File: config.mk
export PLATFORM = sky130hd
export DESIGN_NAME = bwa_alu
export DESIGN_NICKNAME = d
export VERILOG_FILES = /design/src/bwa_pkg.sv /design/src/bwa_alu.sv
export SDC_FILE = /design/constraint.sdc
export NUM_CORES = 1
export LEC_CHECK = 0
export BUFFER_PORTS_ARGS = -buffer_cell sky130_fd_sc_hd__buf_2
export CAP_MARGIN = 0
export CORE_MARGIN = 8
export CORE_UTILIZATION = 45
export DETAILED_ROUTE_END_ITERATION = 6
export SLEW_MARGIN = 20
export SYNTH_ARGS = -nofsm -noshare
export SYNTH_HDL_FRONTEND = slang
export SYNTH_SLANG_ARGS = --single-unit
File: constraint.sdc
create_clock -name clk_sys -period 8.6 [get_ports clk_sys]
set_input_delay 0.43 -clock clk_sys [delete_from_list [all_inputs] [get_ports clk_sys]]
set_output_delay 0.43 -clock clk_sys [all_outputs]
set_load 0.05 [all_outputs]
File: src/bwa_pkg.sv
package bwa_pkg;
   typedef enum logic [4:0] {
      BWA_ADD = 5'h00, BWA_ADC = 5'h01, BWA_SUB = 5'h02,
      BWA_SUBB = 5'h03, BWA_CMP = 5'h04, BWA_INC = 5'h05,
      BWA_DEC = 5'h06, BWA_NEG = 5'h07, BWA_AND = 5'h08,
      BWA_OR = 5'h09, BWA_XOR = 5'h0A, BWA_NOT = 5'h0B,
      BWA_TEST = 5'h0C, BWA_SHLEFT = 5'h0D, BWA_SHRL = 5'h0E,
      BWA_SHRA = 5'h0F, BWA_ROTL = 5'h10, BWA_ROTR = 5'h11,
      BWA_ROTCL = 5'h12, BWA_ROTCR = 5'h13, BWA_EXTB = 5'h14,
      BWA_EXTW = 5'h15, BWA_INCR = 5'h16
   } bwa_op_t;
   typedef enum logic [1:0] {
      BWA_IDLE = 2'b00,
      BWA_SHIFT = 2'b01,
      BWA_DONE = 2'b11
   } bwa_state_t;
   localparam int BWA_MAX_STEPS = 32;
   localparam logic [7:0] BWA_CNT_MASK = 8'h1F;
   localparam logic [4:0] BWA_FLAGS_RST = 5'h00;
   // Flag bit positions within flags_out.
   localparam int BWA_F_C = 0;
   localparam int BWA_F_P = 1;
   localparam int BWA_F_Z = 2;
   localparam int BWA_F_S = 3;
   localparam int BWA_F_O = 4;
endpackage

File: src/bwa_alu.sv
`timescale 1ns/1ns
module bwa_alu
   import bwa_pkg::*;
#(
   parameter int W = 16
) (
   // Clock and reset.
   input wire logic clk_sys,
   input wire logic rstn,
   // Request.
   input wire logic start,
   input wire logic [4:0] op,
   input wire logic word_sel,
   input wire logic [W-1:0] dst_val,
   input wire logic [W-1:0] src_val,
   input wire logic src_is_imm,
   input wire logic dst_is_mem,
   input wire logic cnt_from_reg,
   input wire logic [7:0] cnt_imm,
   input wire logic [7:0] count_register_low_byte,
   input wire logic [2:0] incr_sel,
   input wire logic [4:0] flags_in,
   // Answer.
   output logic done,
   output logic busy,
   output logic [W-1:0] result,
   output logic [W-1:0] result_hi,
   output logic write_back,
   output logic wb_to_mem,
   output logic [2:0] wb_reg,
   output logic [4:0] flags_out
);
   initial begin
      if (W != 16) $error("bwa_alu supports only a 16-bit word");
   end

   // ---------------------------------------------------------------
   // Helper functions
   // ---------------------------------------------------------------
   function automatic logic msb_of(input logic [W-1:0] v, input logic wsel);
      msb_of = wsel ? v[W-1] : v[7];
   endfunction

   function automatic logic [W-1:0] size_mask(input logic [W-1:0] v, input logic wsel);
      size_mask = wsel ? v : {8'h00, v[7:0]};
   endfunction

   // ---------------------------------------------------------------
   // Combinational arithmetic and logic
   // ---------------------------------------------------------------
   bwa_op_t opc;
   assign opc = bwa_op_t'(op);
   // size per operation, taken from word_sel.
   // Register increments always work on the full word.
   wire logic wsel = word_sel || (opc == BWA_INCR);
   wire logic [W-1:0] a_m = size_mask(dst_val, wsel);
   wire logic [W-1:0] b_m = size_mask(src_val, wsel);
   wire logic is_sub = (opc == BWA_SUB) || (opc == BWA_SUBB) || (opc == BWA_CMP)
                       || (opc == BWA_DEC) || (opc == BWA_NEG);
   wire logic cin = ((opc == BWA_ADC) || (opc == BWA_SUBB)) ? flags_in[BWA_F_C] : 1'b0;
   wire logic [W-1:0] lhs = (opc == BWA_NEG) ? {W{1'b0}} : a_m;
   wire logic [W-1:0] rhs = (opc == BWA_INC || opc == BWA_DEC || opc == BWA_INCR)
                            ? {{(W-1){1'b0}}, 1'b1} : ((opc == BWA_NEG) ? a_m : b_m);
   wire logic [W:0] sum_w = is_sub ? ({1'b0, lhs} - {1'b0, rhs} - {{W{1'b0}}, cin})
                                   : ({1'b0, lhs} + {1'b0, rhs} + {{W{1'b0}}, cin});
   wire logic [W-1:0] sum = size_mask(sum_w[W-1:0], wsel);
   // carry or borrow at the size-dependent top bit.
   wire logic cy_arith = wsel ? sum_w[W] : (is_sub ? (lhs[7:0] < rhs[7:0] + {7'h00, cin})
                                                      : sum_w[8]);
   wire logic ovf_arith = is_sub
      ? (msb_of(lhs, wsel) != msb_of(rhs, wsel)) && (msb_of(sum, wsel) != msb_of(lhs, wsel))
      : (msb_of(lhs, wsel) == msb_of(rhs, wsel)) && (msb_of(sum, wsel) != msb_of(lhs, wsel));
   wire logic [W-1:0] logic_res = (opc == BWA_AND || opc == BWA_TEST) ? (a_m & b_m)
                                : (opc == BWA_OR) ? (a_m | b_m)
                                : (opc == BWA_XOR) ? (a_m ^ b_m)
                                : size_mask(~a_m, word_sel);
   wire logic is_arith = (opc <= BWA_NEG) || (opc == BWA_INCR);
   wire logic is_logic = (opc >= BWA_AND) && (opc <= BWA_TEST);
   wire logic is_shift = (opc >= BWA_SHLEFT) && (opc <= BWA_ROTCR);
   // count taken from the count register or the immediate field.
   wire logic [7:0] cnt_src = cnt_from_reg ? count_register_low_byte : cnt_imm;
   wire logic [5:0] cnt_lim = {1'b0, cnt_src[4:0] & BWA_CNT_MASK[4:0]};
   // sign extension for the conversion operations.
   wire logic [W-1:0] ext_lo = (opc == BWA_EXTB) ? {{8{dst_val[7]}}, dst_val[7:0]} : dst_val;
   wire logic [W-1:0] ext_hi = {W{dst_val[W-1]}};

   // ---------------------------------------------------------------
   // Shift sequencer
   // ---------------------------------------------------------------
   bwa_state_t state_reg, state_next;
   logic [W-1:0] sh_reg;
   logic sh_cy_reg, sh_ov_reg;
   logic [5:0] steps_reg;
   bwa_op_t sh_op_reg;
   logic sh_word_reg;
   logic [W-1:0] sh_step;
   logic sh_step_cy;
   wire logic sh_msb = msb_of(sh_reg, sh_word_reg);
   wire logic [3:0] top = sh_word_reg ? 4'hF : 4'h7;

   always_comb begin
      sh_step = sh_reg;
      sh_step_cy = sh_cy_reg;
      case (sh_op_reg)
         BWA_SHLEFT: begin
            sh_step_cy = sh_msb;
            sh_step = size_mask({sh_reg[W-2:0], 1'b0}, sh_word_reg);
         end
         BWA_SHRL, BWA_SHRA, BWA_ROTR, BWA_ROTCR: begin
            sh_step_cy = sh_reg[0];
            sh_step = sh_reg >> 1;
            if (sh_op_reg == BWA_SHRA) sh_step[top] = sh_msb;
            else if (sh_op_reg == BWA_ROTR) sh_step[top] = sh_reg[0];
            else if (sh_op_reg == BWA_ROTCR) sh_step[top] = sh_cy_reg;
         end
         BWA_ROTL, BWA_ROTCL: begin
            sh_step_cy = sh_msb;
            sh_step = size_mask({sh_reg[W-2:0], (sh_op_reg == BWA_ROTL) ? sh_msb : sh_cy_reg},
                                sh_word_reg);
         end
         default: begin
            sh_step = sh_reg;
         end
      endcase
   end

   wire logic sh_last = (steps_reg <= 6'd1);
   always_comb begin
      state_next = state_reg;
      case (state_reg)
         BWA_IDLE: if (start && is_shift && cnt_lim != 6'd0) state_next = BWA_SHIFT;
         BWA_SHIFT: if (sh_last) state_next = BWA_DONE;
         BWA_DONE: state_next = BWA_IDLE;
         default: state_next = BWA_IDLE;
      endcase
   end

   // up to 31 steps, one per clock.
   always_ff @(posedge clk_sys) begin
      if (!rstn) begin
         state_reg <= BWA_IDLE;
         steps_reg <= 6'd0;
         sh_reg <= '0;
         sh_cy_reg <= 1'b0;
         sh_ov_reg <= 1'b0;
         sh_op_reg <= BWA_SHLEFT;
         sh_word_reg <= 1'b0;
      end else begin
         state_reg <= state_next;
         if (state_reg == BWA_IDLE && state_next == BWA_SHIFT) begin
            steps_reg <= cnt_lim;
            sh_reg <= a_m;
            sh_cy_reg <= flags_in[BWA_F_C];
            sh_op_reg <= opc;
            sh_word_reg <= word_sel;
         end else if (state_reg == BWA_SHIFT) begin
            steps_reg <= steps_reg - 6'd1;
            sh_reg <= sh_step;
            sh_cy_reg <= sh_step_cy;
            sh_ov_reg <= msb_of(sh_step, sh_word_reg) ^ sh_step_cy;
         end
      end
   end

   // ---------------------------------------------------------------
   // Result and flags
   // ---------------------------------------------------------------
   logic [W-1:0] res_c;
   logic [W-1:0] res_hi_c;
   logic [4:0] fl_c;
   logic fin_c, wb_c;
   // even parity of the low byte.
   wire logic par_c = ~^res_c[7:0];
   always_comb begin
      res_c = '0;
      res_hi_c = '0;
      fl_c = flags_in;
      fin_c = 1'b0;
      wb_c = 1'b0;
      if (state_reg == BWA_DONE) begin
         fin_c = 1'b1;
         wb_c = 1'b1;
         res_c = sh_reg;
         fl_c[BWA_F_C] = sh_cy_reg;
         if (sh_op_reg == BWA_SHLEFT || sh_op_reg == BWA_SHRL || sh_op_reg == BWA_SHRA) begin
            fl_c[BWA_F_Z] = (res_c == '0);
            fl_c[BWA_F_S] = msb_of(res_c, sh_word_reg);
            fl_c[BWA_F_P] = par_c;
         end
         fl_c[BWA_F_O] = sh_ov_reg;
      end else if (start && is_shift && cnt_lim == 6'd0) begin
         fin_c = 1'b1;
         wb_c = 1'b1;
         res_c = a_m;
      end else if (start && !is_shift) begin
         fin_c = 1'b1;
         if (is_arith) begin
            res_c = sum;
            wb_c = (opc != BWA_CMP);
            if (opc != BWA_INC && opc != BWA_DEC && opc != BWA_INCR)
               fl_c[BWA_F_C] = (opc == BWA_NEG) ? (a_m != '0) : cy_arith;
            fl_c[BWA_F_O] = ovf_arith;
            fl_c[BWA_F_Z] = (res_c == '0);
            fl_c[BWA_F_S] = msb_of(res_c, word_sel | (opc == BWA_INCR));
            fl_c[BWA_F_P] = par_c;
         end else if (is_logic) begin
            res_c = logic_res;
            wb_c = (opc != BWA_TEST);
            if (opc != BWA_NOT) begin
               fl_c[BWA_F_C] = 1'b0;
               fl_c[BWA_F_O] = 1'b0;
               fl_c[BWA_F_Z] = (res_c == '0);
               fl_c[BWA_F_S] = msb_of(res_c, word_sel);
               fl_c[BWA_F_P] = par_c;
            end
         end else begin
            res_c = ext_lo;
            res_hi_c = (opc == BWA_EXTW) ? ext_hi : '0;
            wb_c = 1'b1;
         end
      end
   end

   // register increments use a full word whatever word_sel says.
   wire logic [W-1:0] res_fix = (start && opc == BWA_INCR && state_reg == BWA_IDLE)
                                ? dst_val + 16'h0001 : res_c;
   // an immediate is never the destination.
   wire logic wb_ok = wb_c && !(src_is_imm && 1'b0);

   always_ff @(posedge clk_sys) begin
      if (!rstn) begin
         done <= 1'b0;
         busy <= 1'b0;
         result <= '0;
         result_hi <= '0;
         write_back <= 1'b0;
         wb_to_mem <= 1'b0;
         wb_reg <= 3'h0;
         flags_out <= BWA_FLAGS_RST;
      end else begin
         done <= fin_c;
         busy <= (state_next != BWA_IDLE);
         if (fin_c) begin
            result <= res_fix;
            result_hi <= res_hi_c;
            write_back <= wb_ok;
            flags_out <= fl_c;
         end else begin
            write_back <= 1'b0;
         end
         // memory destinations are written back directly.
         if (start && state_reg == BWA_IDLE) begin
            wb_to_mem <= dst_is_mem && (opc != BWA_INCR);
            wb_reg <= incr_sel;
         end
      end
   end

   // ---------------------------------------------------------------
   // Assertions
   // ---------------------------------------------------------------
   a_test_no_wb: assert property (@(posedge clk_sys) disable iff (!rstn)
      (start && state_reg == BWA_IDLE && opc == BWA_TEST) |=> !write_back)
      else $error("test wrote back");
   a_logic_flags: assert property (@(posedge clk_sys) disable iff (!rstn)
      (start && state_reg == BWA_IDLE && opc == BWA_AND)
      |=> !flags_out[BWA_F_C] && !flags_out[BWA_F_O])
      else $error("logic op left carry or overflow");
   a_parity_even: assert property (@(posedge clk_sys) disable iff (!rstn)
      (start && state_reg == BWA_IDLE && is_logic && opc != BWA_NOT)
      |=> flags_out[BWA_F_P] == ~^result[7:0])
      else $error("parity wrong");
   a_zero_flag: assert property (@(posedge clk_sys) disable iff (!rstn)
      (start && state_reg == BWA_IDLE && opc == BWA_ADD)
      |=> flags_out[BWA_F_Z] == (result == '0))
      else $error("zero flag wrong");
   a_byte_add_carry: assert property (@(posedge clk_sys) disable iff (!rstn)
      (start && state_reg == BWA_IDLE && opc == BWA_ADD && !word_sel)
      |=> flags_out[BWA_F_C] == $past(({1'b0, dst_val[7:0]} + {1'b0, src_val[7:0]}) > 9'h0FF))
      else $error("byte carry wrong");
   a_byte_upper_zero: assert property (@(posedge clk_sys) disable iff (!rstn)
      (start && state_reg == BWA_IDLE && !word_sel && opc == BWA_XOR)
      |=> result[W-1:8] == 8'h00)
      else $error("byte result spilled");
   a_shift_steps: assert property (@(posedge clk_sys) disable iff (!rstn)
      (state_reg == BWA_IDLE && start && is_shift && cnt_lim == 6'd2)
      |=> ##3 done)
      else $error("shift length wrong");
   a_dword_extend: assert property (@(posedge clk_sys) disable iff (!rstn)
      (start && state_reg == BWA_IDLE && opc == BWA_EXTW)
      |=> result_hi == {W{$past(dst_val[W-1])}})
      else $error("sign extension wrong");
   a_rotate_keeps: assert property (@(posedge clk_sys) disable iff (!rstn)
      (state_reg == BWA_SHIFT && sh_op_reg == BWA_ROTL)
      |=> $countones(sh_reg) == $countones($past(sh_reg)))
      else $error("rotate lost a bit");
   c_shift_run: cover property (@(posedge clk_sys) disable iff (!rstn)
      state_reg == BWA_SHIFT ##1 state_reg == BWA_DONE);
   c_cmp: cover property (@(posedge clk_sys) disable iff (!rstn)
      start && opc == BWA_CMP);
   c_rotc_word: cover property (@(posedge clk_sys) disable iff (!rstn)
      start && opc == BWA_ROTCR && word_sel);
endmodule

==> run_results.csv, run 1 <==
group,metric,value,unit
synthesis,syn-cell-area,8390,sq um
cts,ctsResizeCount,0,
cts,cts_tree,"built",
worst_setup_path,crit_fanout,25,
grt,grt_pass1_vias,8281,
pwr,cellLeakagePower,4.16,nW
synthesis,synth-seq-cells,61,
timing,fin_crit_sh,65.1,%
cts,cts_root_buf,"clkbuf_16",
synthesis,synthCells,1184,
drt,drt-total-wl,28.3,mm
drt,avgRoutedWirePerCell,19.4,um
grt,grt.total_usage,23.5,%
pwr,combPwrFrac,44.8,%
worst_setup_path,crit-reg2reg-launch,"state_reg[0]",
pwr,intPower,0.705,mW
worst_setup_path,worstPathArrival,5860,ps
synthesis,netlist_top_cells_area,"dfxtp_1, ha_1, a21oi_1",
outcome,status,"complete, no violations",
synthesis,synth.distinct_cells,83,
job,cap_viol_max_count,0,
timing,period_needed,5600,ps
placement,gp_congestion,0.937,
timing,fmax,178,MHz
min_path,worstHoldPathCells,3,
worst_setup_path,crit_path_start,"op[2]",
cells_and_area,areaGrowthSynthToFinish,8.94,%
synthesis,synth-edff-count,0,
synthesis,synth_mux_area_share,3.01,%
cts,cts_hold_buf,0,
drt,ant_nets,0,
timing,rsz0062_at_grt,"no",
min_path,min_path_type,"in2reg",
die,dieArea,23300,sq um
cts,htreeDepth,3,
worst_setup_path,startpoint_type,"input port",
synthesis,synth_top_family_by_area,"compound AO/OA/AOI/OAI gates",
grt,grt_start_max_net_pins,61,
timing,finalHoldViolCount,0,
timing,tightest_slew,905,ps
grt,grt_pass1_wl,44.9,mm
drt,vias,8915,
pwr,p_clk_share,28.1,%
worst_setup_path,rr_worst_depth,8,
die,io_pins,112,
synthesis,yosysSeqAreaShare,14.5,%
drt,dr.pass1.iters,6,
timing,skew,7.28,ps
cts,cts_buffer_depth,2,
pwr,p_sw,0.495,mW
pwr,powerDensity,131,nW/um^2
drt,drcViolationCount,0,
timing,timing.slew.headroom,39.7,%
worst_setup_path,r2r_slack,5670,ps
synthesis,async_flop_share,0,%
die,rows,50,
die,fp.coreArea,18500,sq um
worst_setup_path,crit_type,"in2reg",
cells_and_area,nNetsFinal,1377,
cts,post_cts_buffers,0,
synthesis,yosysTopAreaCell,"dfxtp_1",
min_path,hp-start,"incr_sel[2]",
pwr,power_frac_seq,27.1,%
placement,dpl.hpwl,22.4,mm
synthesis,ys_warn_count,0,
cts,clock_latency,340,ps
cts,clock_sinks,61,
synthesis,yosys.area_share.simple,23.5,%
synthesis,synth_nets,1345,
grt,antenna_found_initial,1,
cts,cts_buffers,9,
timing,drv_slew,0,
cells_and_area,drive_gt1_share,12.9,%
synthesis,synthXorXnorAreaFrac,4.84,%
grt,grt-ovfl-total,0,
worst_setup_path,crit_required,8850,ps
synthesis,synth-main-ff-cell,"dfxtp_1",
worst_setup_path,crit-reg2reg-capture,"flags_out[1]",
synthesis,synth_compound_area_share,30.3,%
die,start_util,45.3,%
pwr,ir_drop,92.3,uV
worst_setup_path,crit_path_end,"flags_out[4]",
die,die_w,153,um
timing,setup_viol,0,
die,die_h,153,um
worst_setup_path,end_kind,"flop",
synthesis,synth_fa_ha_area_share,14.2,%
synthesis,synth.avg_cell_area,7.09,sq um
cts,clk_pin_slew,50,ps
pwr,p_sw_share,41.3,%
timing,setup_tns,0,ps
pwr,power,1.20,mW
synthesis,netlist.area_leader.share,14.5,%
drt,vias_per_cell,6.12,
cells_and_area,final_util,49.4,%
placement,portBuffers,104,
drt,drt_iter0_drc,816,
worst max-delay path, cell delays in order:
cell	delay, ps
buf_2	270
nor2b_1	430
nand3_1	270
nand2b_1	710
nand2_1	360
nor2_1	170
a21oi_1	50
nor2_1	140
ha_1	330
ha_1	410
a21o_1	220
a21o_1	180
a21oi_1	200
o21ai_0	100
o22ai_1	210
xor2_1	120
a211oi_2	390
a21oi_1	160
mux2i_1	330
o211ai_1	150
a21boi_0	210
per-layer routing:
metal | share of wire [%] | up-vias | track usage (%)
met4 | 3.3 | 0 | 8.06
li1 | - | 4323 | -
met1 | 45 | 4159 | 30.9
met5 | 0 | - | 0
met2 | 43 | 371 | 36.9
met3 | 8.3 | 62 | 5.33
worst min path at each step:
stage                     slack (ps)           end
after floorplan                  420  state_reg[1]
after global placement           440  state_reg[1]
after detailed placement         430  state_reg[1]
after CTS                        350     wb_reg[2]
after global routing             370     wb_reg[1]
final                            360     wb_reg[2]
power groups by stage:
stage / Combinational (mW) / Clock, mW / Sequential, mW
floorplan: 0.361 / 0 / 0.360
global placement: 0.528 / 0 / 0.330
detailed placement: 0.530 / 0 / 0.330
CTS: 0.533 / 0.341 / 0.325
global route: 0.592 / 0.353 / 0.328
finish: 0.538 / 0.337 / 0.326
cell usage in the layout (no fill, tap or decap), drive strengths merged, types with 14 or more instances in the layout:
cell,netlist,routed
a21oi,88,88
mux2i,23,23
o21ai,66,66
inv,94,94
ha,89,89
dfxtp,61,61
nand3,41,41
a221oi,21,21
nor4,15,15
nor2b,26,26
a211oi,44,44
nor2,105,105
o21a,26,26
and2,15,15
buf,28,115
nand2,104,104
xor2,14,14
nor3,37,37
xnor2,29,29
cell usage after synthesis, types with 3 or more instances:
library cell / n
a211oi_1: 42
a21boi_0: 9
a21o_1: 13
a21oi_1: 88
a221o_1: 6
a221oi_1: 20
a22o_1: 8
a22oi_1: 9
a31oi_1: 8
a32oi_1: 3
and2_1: 15
and3_1: 11
buf_1: 4
buf_2: 4
buf_4: 17
buf_6: 3
clkbuf_1: 66
dfxtp_1: 61
fa_1: 4
ha_1: 89
inv_1: 94
mux2i_1: 23
nand2_1: 104
nand2b_1: 12
nand3_1: 41
nand4_1: 9
nor2_1: 103
nor2b_1: 25
nor3_1: 37
nor3b_1: 7
nor4_1: 15
o2111ai_1: 6
o211a_1: 5
o211ai_1: 11
o21a_1: 26
o21ai_0: 63
o21bai_1: 4
o221ai_1: 10
o22ai_1: 6
o31ai_1: 3
o41ai_1: 3
or2_2: 3
or3_1: 3
xnor2_1: 28
xor2_1: 14
layout make-up:
cell class,count,area [sq um]
Fill cell,1928,9370
Multi-Input combinational cell,934,6390
Sequential cell,61,1220
Timing Repair Buffer,115,603
Inverter,95,357
Tap cell,234,293
Clock buffer,10,239
Clock inverter,6,38.8
Antenna cell,1,2.50
logic make-up (layout without fill, tap and decap cells):
family	Yosys count	after routing
AO/OA/AOI/OAI	370	370
XOR/XNOR	44	44
adder cells (fa/ha/maj)	93	93
buffers and inverters	189	226
flip-flops	61	61
multiplexers	25	25
other	0	1
AND/OR/NAND/NOR	402	402
through the flow:
step	hold slack (ps)	area (sq um)	setup WS, ps	cells
3_5_place_dp	435	8860	2720	1439
3_3_place_gp	445	8860	2800	1439
5_1_grt	368	9140	2590	1456
4_1_cts	353	9140	3050	1455
6_report	356	9140	3000	1456
2_1_floorplan	419	8390	4180	1184
No activity file was read; power rests on OpenSTA's default activity.
==> inputs of run 2 (changes only) <==
PLACE_DENSITY = 0.67   (was unset)
clock period = 5.1 ns   (was 8.6 ns; I/O delays follow)
==> run_results.csv, run 2 (synthesized netlist as in run 1, its figures left out) <==
group,metric,value,unit
outcome,status,"complete, no violations",
placement,dpl_cell_area,8990,sq um
pwr,cellLeakagePower,4.25,nW
job,cap_viol_max_count,0,
placement,dpl.hpwl,22.0,mm
drt,vias_per_cell,6.15,
drt,drcViolationCount,0,
worst_setup_path,crit_type,"in2reg",
cells_and_area,final_util,50.2,%
timing,fmax,216,MHz
cells_and_area,fin_area,9300,sq um
cts,cts_buffer_depth,2,
cts,cts_hold_buf,0,
cts,cts_root_buf,"clkbuf_16",
timing,skew,7.00,ps
timing,setup_viol,0,
cts,clock_sinks,61,
worst_setup_path,crit_required,5370,ps
die,start_util,45.3,%
die,dieArea,23300,sq um
timing,finalHoldViolCount,0,
grt,grt-ovfl-total,0,
cts,htreeDepth,3,
timing,setup_tns,0,ps
placement,gp_congestion,0.954,
drt,vias,9056,
grt,grt_pass1_vias,8609,
cells_and_area,mostFrequentLayoutCells,"nand2_1, buf_2, nor2_1, inv_1, ha_1",
grt,grt_start_max_net_pins,60,
timing,timing.slew.headroom,29.1,%
worst_setup_path,r2r_slack,2120,ps
cts,cts_tree,"built",
cts,clk_pin_slew,60,ps
worst_setup_path,rr_worst_depth,8,
min_path,min_path_type,"in2reg",
pwr,powerDensity,225,nW/um^2
grt,grt.total_usage,23.3,%
cells_and_area,areaGrowthSynthToFinish,10.7,%
die,fp.coreArea,18500,sq um
timing,tightest_slew,1060,ps
die,die_h,153,um
timing,fin_crit_sh,90.7,%
min_path,worstHoldPathCells,3,
placement,portBuffers,104,
timing,rsz0062_at_grt,"no",
cells_and_area,drive_gt1_share,13.9,%
pwr,ir_drop,172,uV
cts,ctsResizeCount,0,
die,io_pins,112,
cts,clock_latency,340,ps
drt,drt_iter0_drc,899,
worst_setup_path,end_kind,"flop",
cts,cts_buffers,9,
grt,antenna_found_initial,0,
cells_and_area,n_fill_cell,1851,
die,die_w,153,um
drt,dr.pass1.iters,5,
timing,period_needed,4620,ps
drt,avgRoutedWirePerCell,19.0,um
drt,ant_nets,0,
grt,grt_pass1_wl,44.9,mm
cells_and_area,nNetsFinal,1393,
worst_setup_path,startpoint_type,"input port",
worst_setup_path,crit_fanout,15,
cts,post_cts_buffers,0,
worst_setup_path,worstPathArrival,4900,ps
die,rows,50,
timing,drv_slew,0,
drt,drt-total-wl,27.9,mm
## run 2: power breakdown
group	leakage [nW]	total (mW)	switching, mW	internal (mW)
clock	0.150	0.618	0.238	0.380
sequential	0.499	0.548	0.0365	0.512
combinational	3.60	0.923	0.572	0.350
total	4.25	2.09	0.847	1.24
## run 2: cell type report
type                       instances  area (sq um)  share of cell area (%)
timing repair buffer             131           736                    7.91
antenna                            1          2.50                  0.0269
clock inverter                     7          75.1                   0.808
clock buffer                       9           225                    2.42
inverter                          95           357                    3.84
tap                              234           293                    3.15
sequential                        61          1220                    13.1
multi-input combinational        934          6390                    68.7
## run 2: critical path, cell delays in order
cell and delay [ps]:
buf_2 270, and3b_1 260, nand2_1 340, nor2_1 260, a21oi_1 80, nor2_1 190, ha_1 320, ha_1 400
o21ai_0 200, nand4b_1 140, o21ai_0 240, buf_4 180, xnor2_1 120, mux2i_1 220, o31ai_1 450, xor2_1 220
xnor2_1 150, xnor3_1 290, nand2b_1 160, a21boi_1 130
## run 2: path summary, 6_finish.rpt
| kind | end | from |
|---|---|---|
| worst max-delay path | flags_out[1] | op[2] |
| worst max register to register | flags_out[1] | state_reg[0] |
| worst min register to register | state_reg[1] | steps_reg[5] |
| worst min-delay path | wb_reg[0] | incr_sel[0] |
## run 2: stage by stage
| step | std cells | power (mW) | worst slack [ps] | hold slack (ps) |
|---|---|---|---|---|
| final | 1472 | 2.09 | 475 | 178 |
| after global routing | 1471 | 2.21 | 74.2 | 181 |
| after CTS | 1471 | 2.09 | 556 | 175 |
| after detailed placement | 1455 | 1.46 | 231 | 441 |
| after global placement | 1455 | 1.45 | 331 | 443 |
| after floorplan | 1184 | 1.22 | 855 | 396 |
## run 2: routing by layer
metal | up-vias | GRT usage [%] | part of all wire [%]
li1 | 4356 | - | -
met1 | 4188 | 30.1 | 43
met2 | 424 | 35.8 | 43
met3 | 88 | 6.01 | 9.6
met4 | 0 | 10.5 | 4.0
met5 | - | 0 | 0
==> inputs of run 3 (changes only) <==
CORE_UTILIZATION = 24   (was 45)
PLACE_DENSITY = unset   (was 0.67)
==> run_results.csv, run 3 (synthesized netlist as in run 1, its figures left out) <==
group,metric,value,unit
drt,vias_per_cell,5.33,
placement,post-place-cells,1685,
timing,rsz0062_at_grt,"no",
cells_and_area,layout.cells.non_filler,1702,
cts,clock_sinks,61,
cts,clk_pin_slew,60,ps
timing,setup_viol,0,
placement,portBuffers,104,
cells_and_area,areaGrowthSynthToFinish,15.4,%
min_path,min_path_type,"in2reg",
cts,htreeDepth,3,
timing,skew,8.71,ps
cells_and_area,drive_gt1_share,14.5,%
grt,grt-ovfl-total,0,
worst_setup_path,crit_required,5320,ps
worst_setup_path,crit_type,"in2reg",
cts,cts_buffer_depth,2,
grt,grt.total_usage,14.5,%
placement,gp_congestion,0.942,
job,cap_viol_max_count,0,
timing,fin_crit_sh,91.1,%
grt,grt_pass1_vias,8610,
placement,dpl.hpwl,25.0,mm
die,die_h,203,um
timing,setup_tns,0,ps
timing,drv_slew,0,
drt,avgRoutedWirePerCell,18.3,um
pwr,cellLeakagePower,4.31,nW
die,rows,68,
worst_setup_path,crit_fanout,25,
die,dieArea,41200,sq um
drt,drcViolationCount,0,
die,io_pins,112,
grt,grt_start_max_net_pins,60,
cts,cts_root_buf,"clkbuf_16",
cts,clock_latency,330,ps
die,start_util,24.4,%
worst_setup_path,end_kind,"flop",
drt,drt-total-wl,31.1,mm
grt,grt_pass1_wl,48.3,mm
timing,tightest_slew,1080,ps
pwr,powerDensity,227,nW/um^2
timing,fmax,215,MHz
timing,period_needed,4650,ps
cells_and_area,nNetsFinal,1402,
timing,finalHoldViolCount,0,
pwr,ir_drop,131,uV
worst_setup_path,r2r_slack,2120,ps
drt,dr.pass1.iters,6,
worst_setup_path,worstPathArrival,4860,ps
cts,post_cts_buffers,0,
cts,cts_buffers,9,
timing,timing.slew.headroom,28.2,%
grt,antenna_found_initial,1,
drt,drt_iter0_drc,1053,
die,fp.coreArea,34500,sq um
cts,cts_tree,"built",
cts,cts_hold_buf,0,
die,die_w,203,um
drt,ant_nets,0,
drt,vias,9074,
worst_setup_path,startpoint_type,"input port",
cts,ctsResizeCount,0,
outcome,status,"complete, no violations",
cells_and_area,mostFrequentLayoutCells,"nand2_1, buf_2, nor2_1, inv_1, ha_1",
## run 3: layer usage
layer	share of wire [%]	up-vias	track usage, %
met3	8.8	78	3.54
met4	3.4	2	4.77
li1	-	4363	-
met5	0.048	-	0
met1	44	4240	19.4
met2	43	391	22.3
## run 3: area by class of cell
cell class	instances	area (sq um)
fill	3782	24800
tap	455	569
inverter	95	357
antenna	1	2.50
sequential	61	1220
multi-input combinational	934	6390
clock inverter	6	111
timing repair buffer	140	803
clock buffer	10	229
## run 3: critical path, stage by stage
cell      delay (ps)
buf_2            260
nor2b_1          430
nand3_1          290
nand2b_1         200
buf_12           180
and2_1           200
nand2_1           70
a21oi_1          230
ha_1             310
ha_1             390
nand2_1           90
a21oi_1           40
a221oi_1         410
o21ai_0          240
a21oi_1          240
o21bai_1         110
xor2_1           150
mux2i_1          240
a21oi_1          120
o41ai_1          400
## run 3: path summary, 6_finish.rpt
path | startpoint | to | depth (start not counted)
setup / recovery | op[2] | flags_out[2] | 20
hold / removal | incr_sel[2] | wb_reg[2] | 3
setup reg to reg | state_reg[0] | flags_out[1] | 8
hold reg to reg | steps_reg[5] | state_reg[1] | 1
## run 3: power by group
| part | internal [mW] | total, mW | switching (mW) | leakage [nW] |
|---|---|---|---|---|
| clock | 0.477 | 0.704 | 0.226 | 0.163 |
| combinational | 0.358 | 0.949 | 0.590 | 3.65 |
| sequential | 0.512 | 0.549 | 0.0370 | 0.499 |
| total | 1.35 | 2.20 | 0.854 | 4.31 |
## run 3: metrics by stage
stage	instance area, sq um	hold slack, ps	total power, mW	setup WS (ps)	util, %
6_report	9680	192	2.20	453	28.1
5_1_grt	9680	187	2.33	0.317	28.1
4_1_cts	9680	183	2.20	527	28.1
3_5_place_dp	9340	438	1.49	199	27.1
3_3_place_gp	9340	438	1.48	224	27.1
2_1_floorplan	8390	396	1.22	855	-
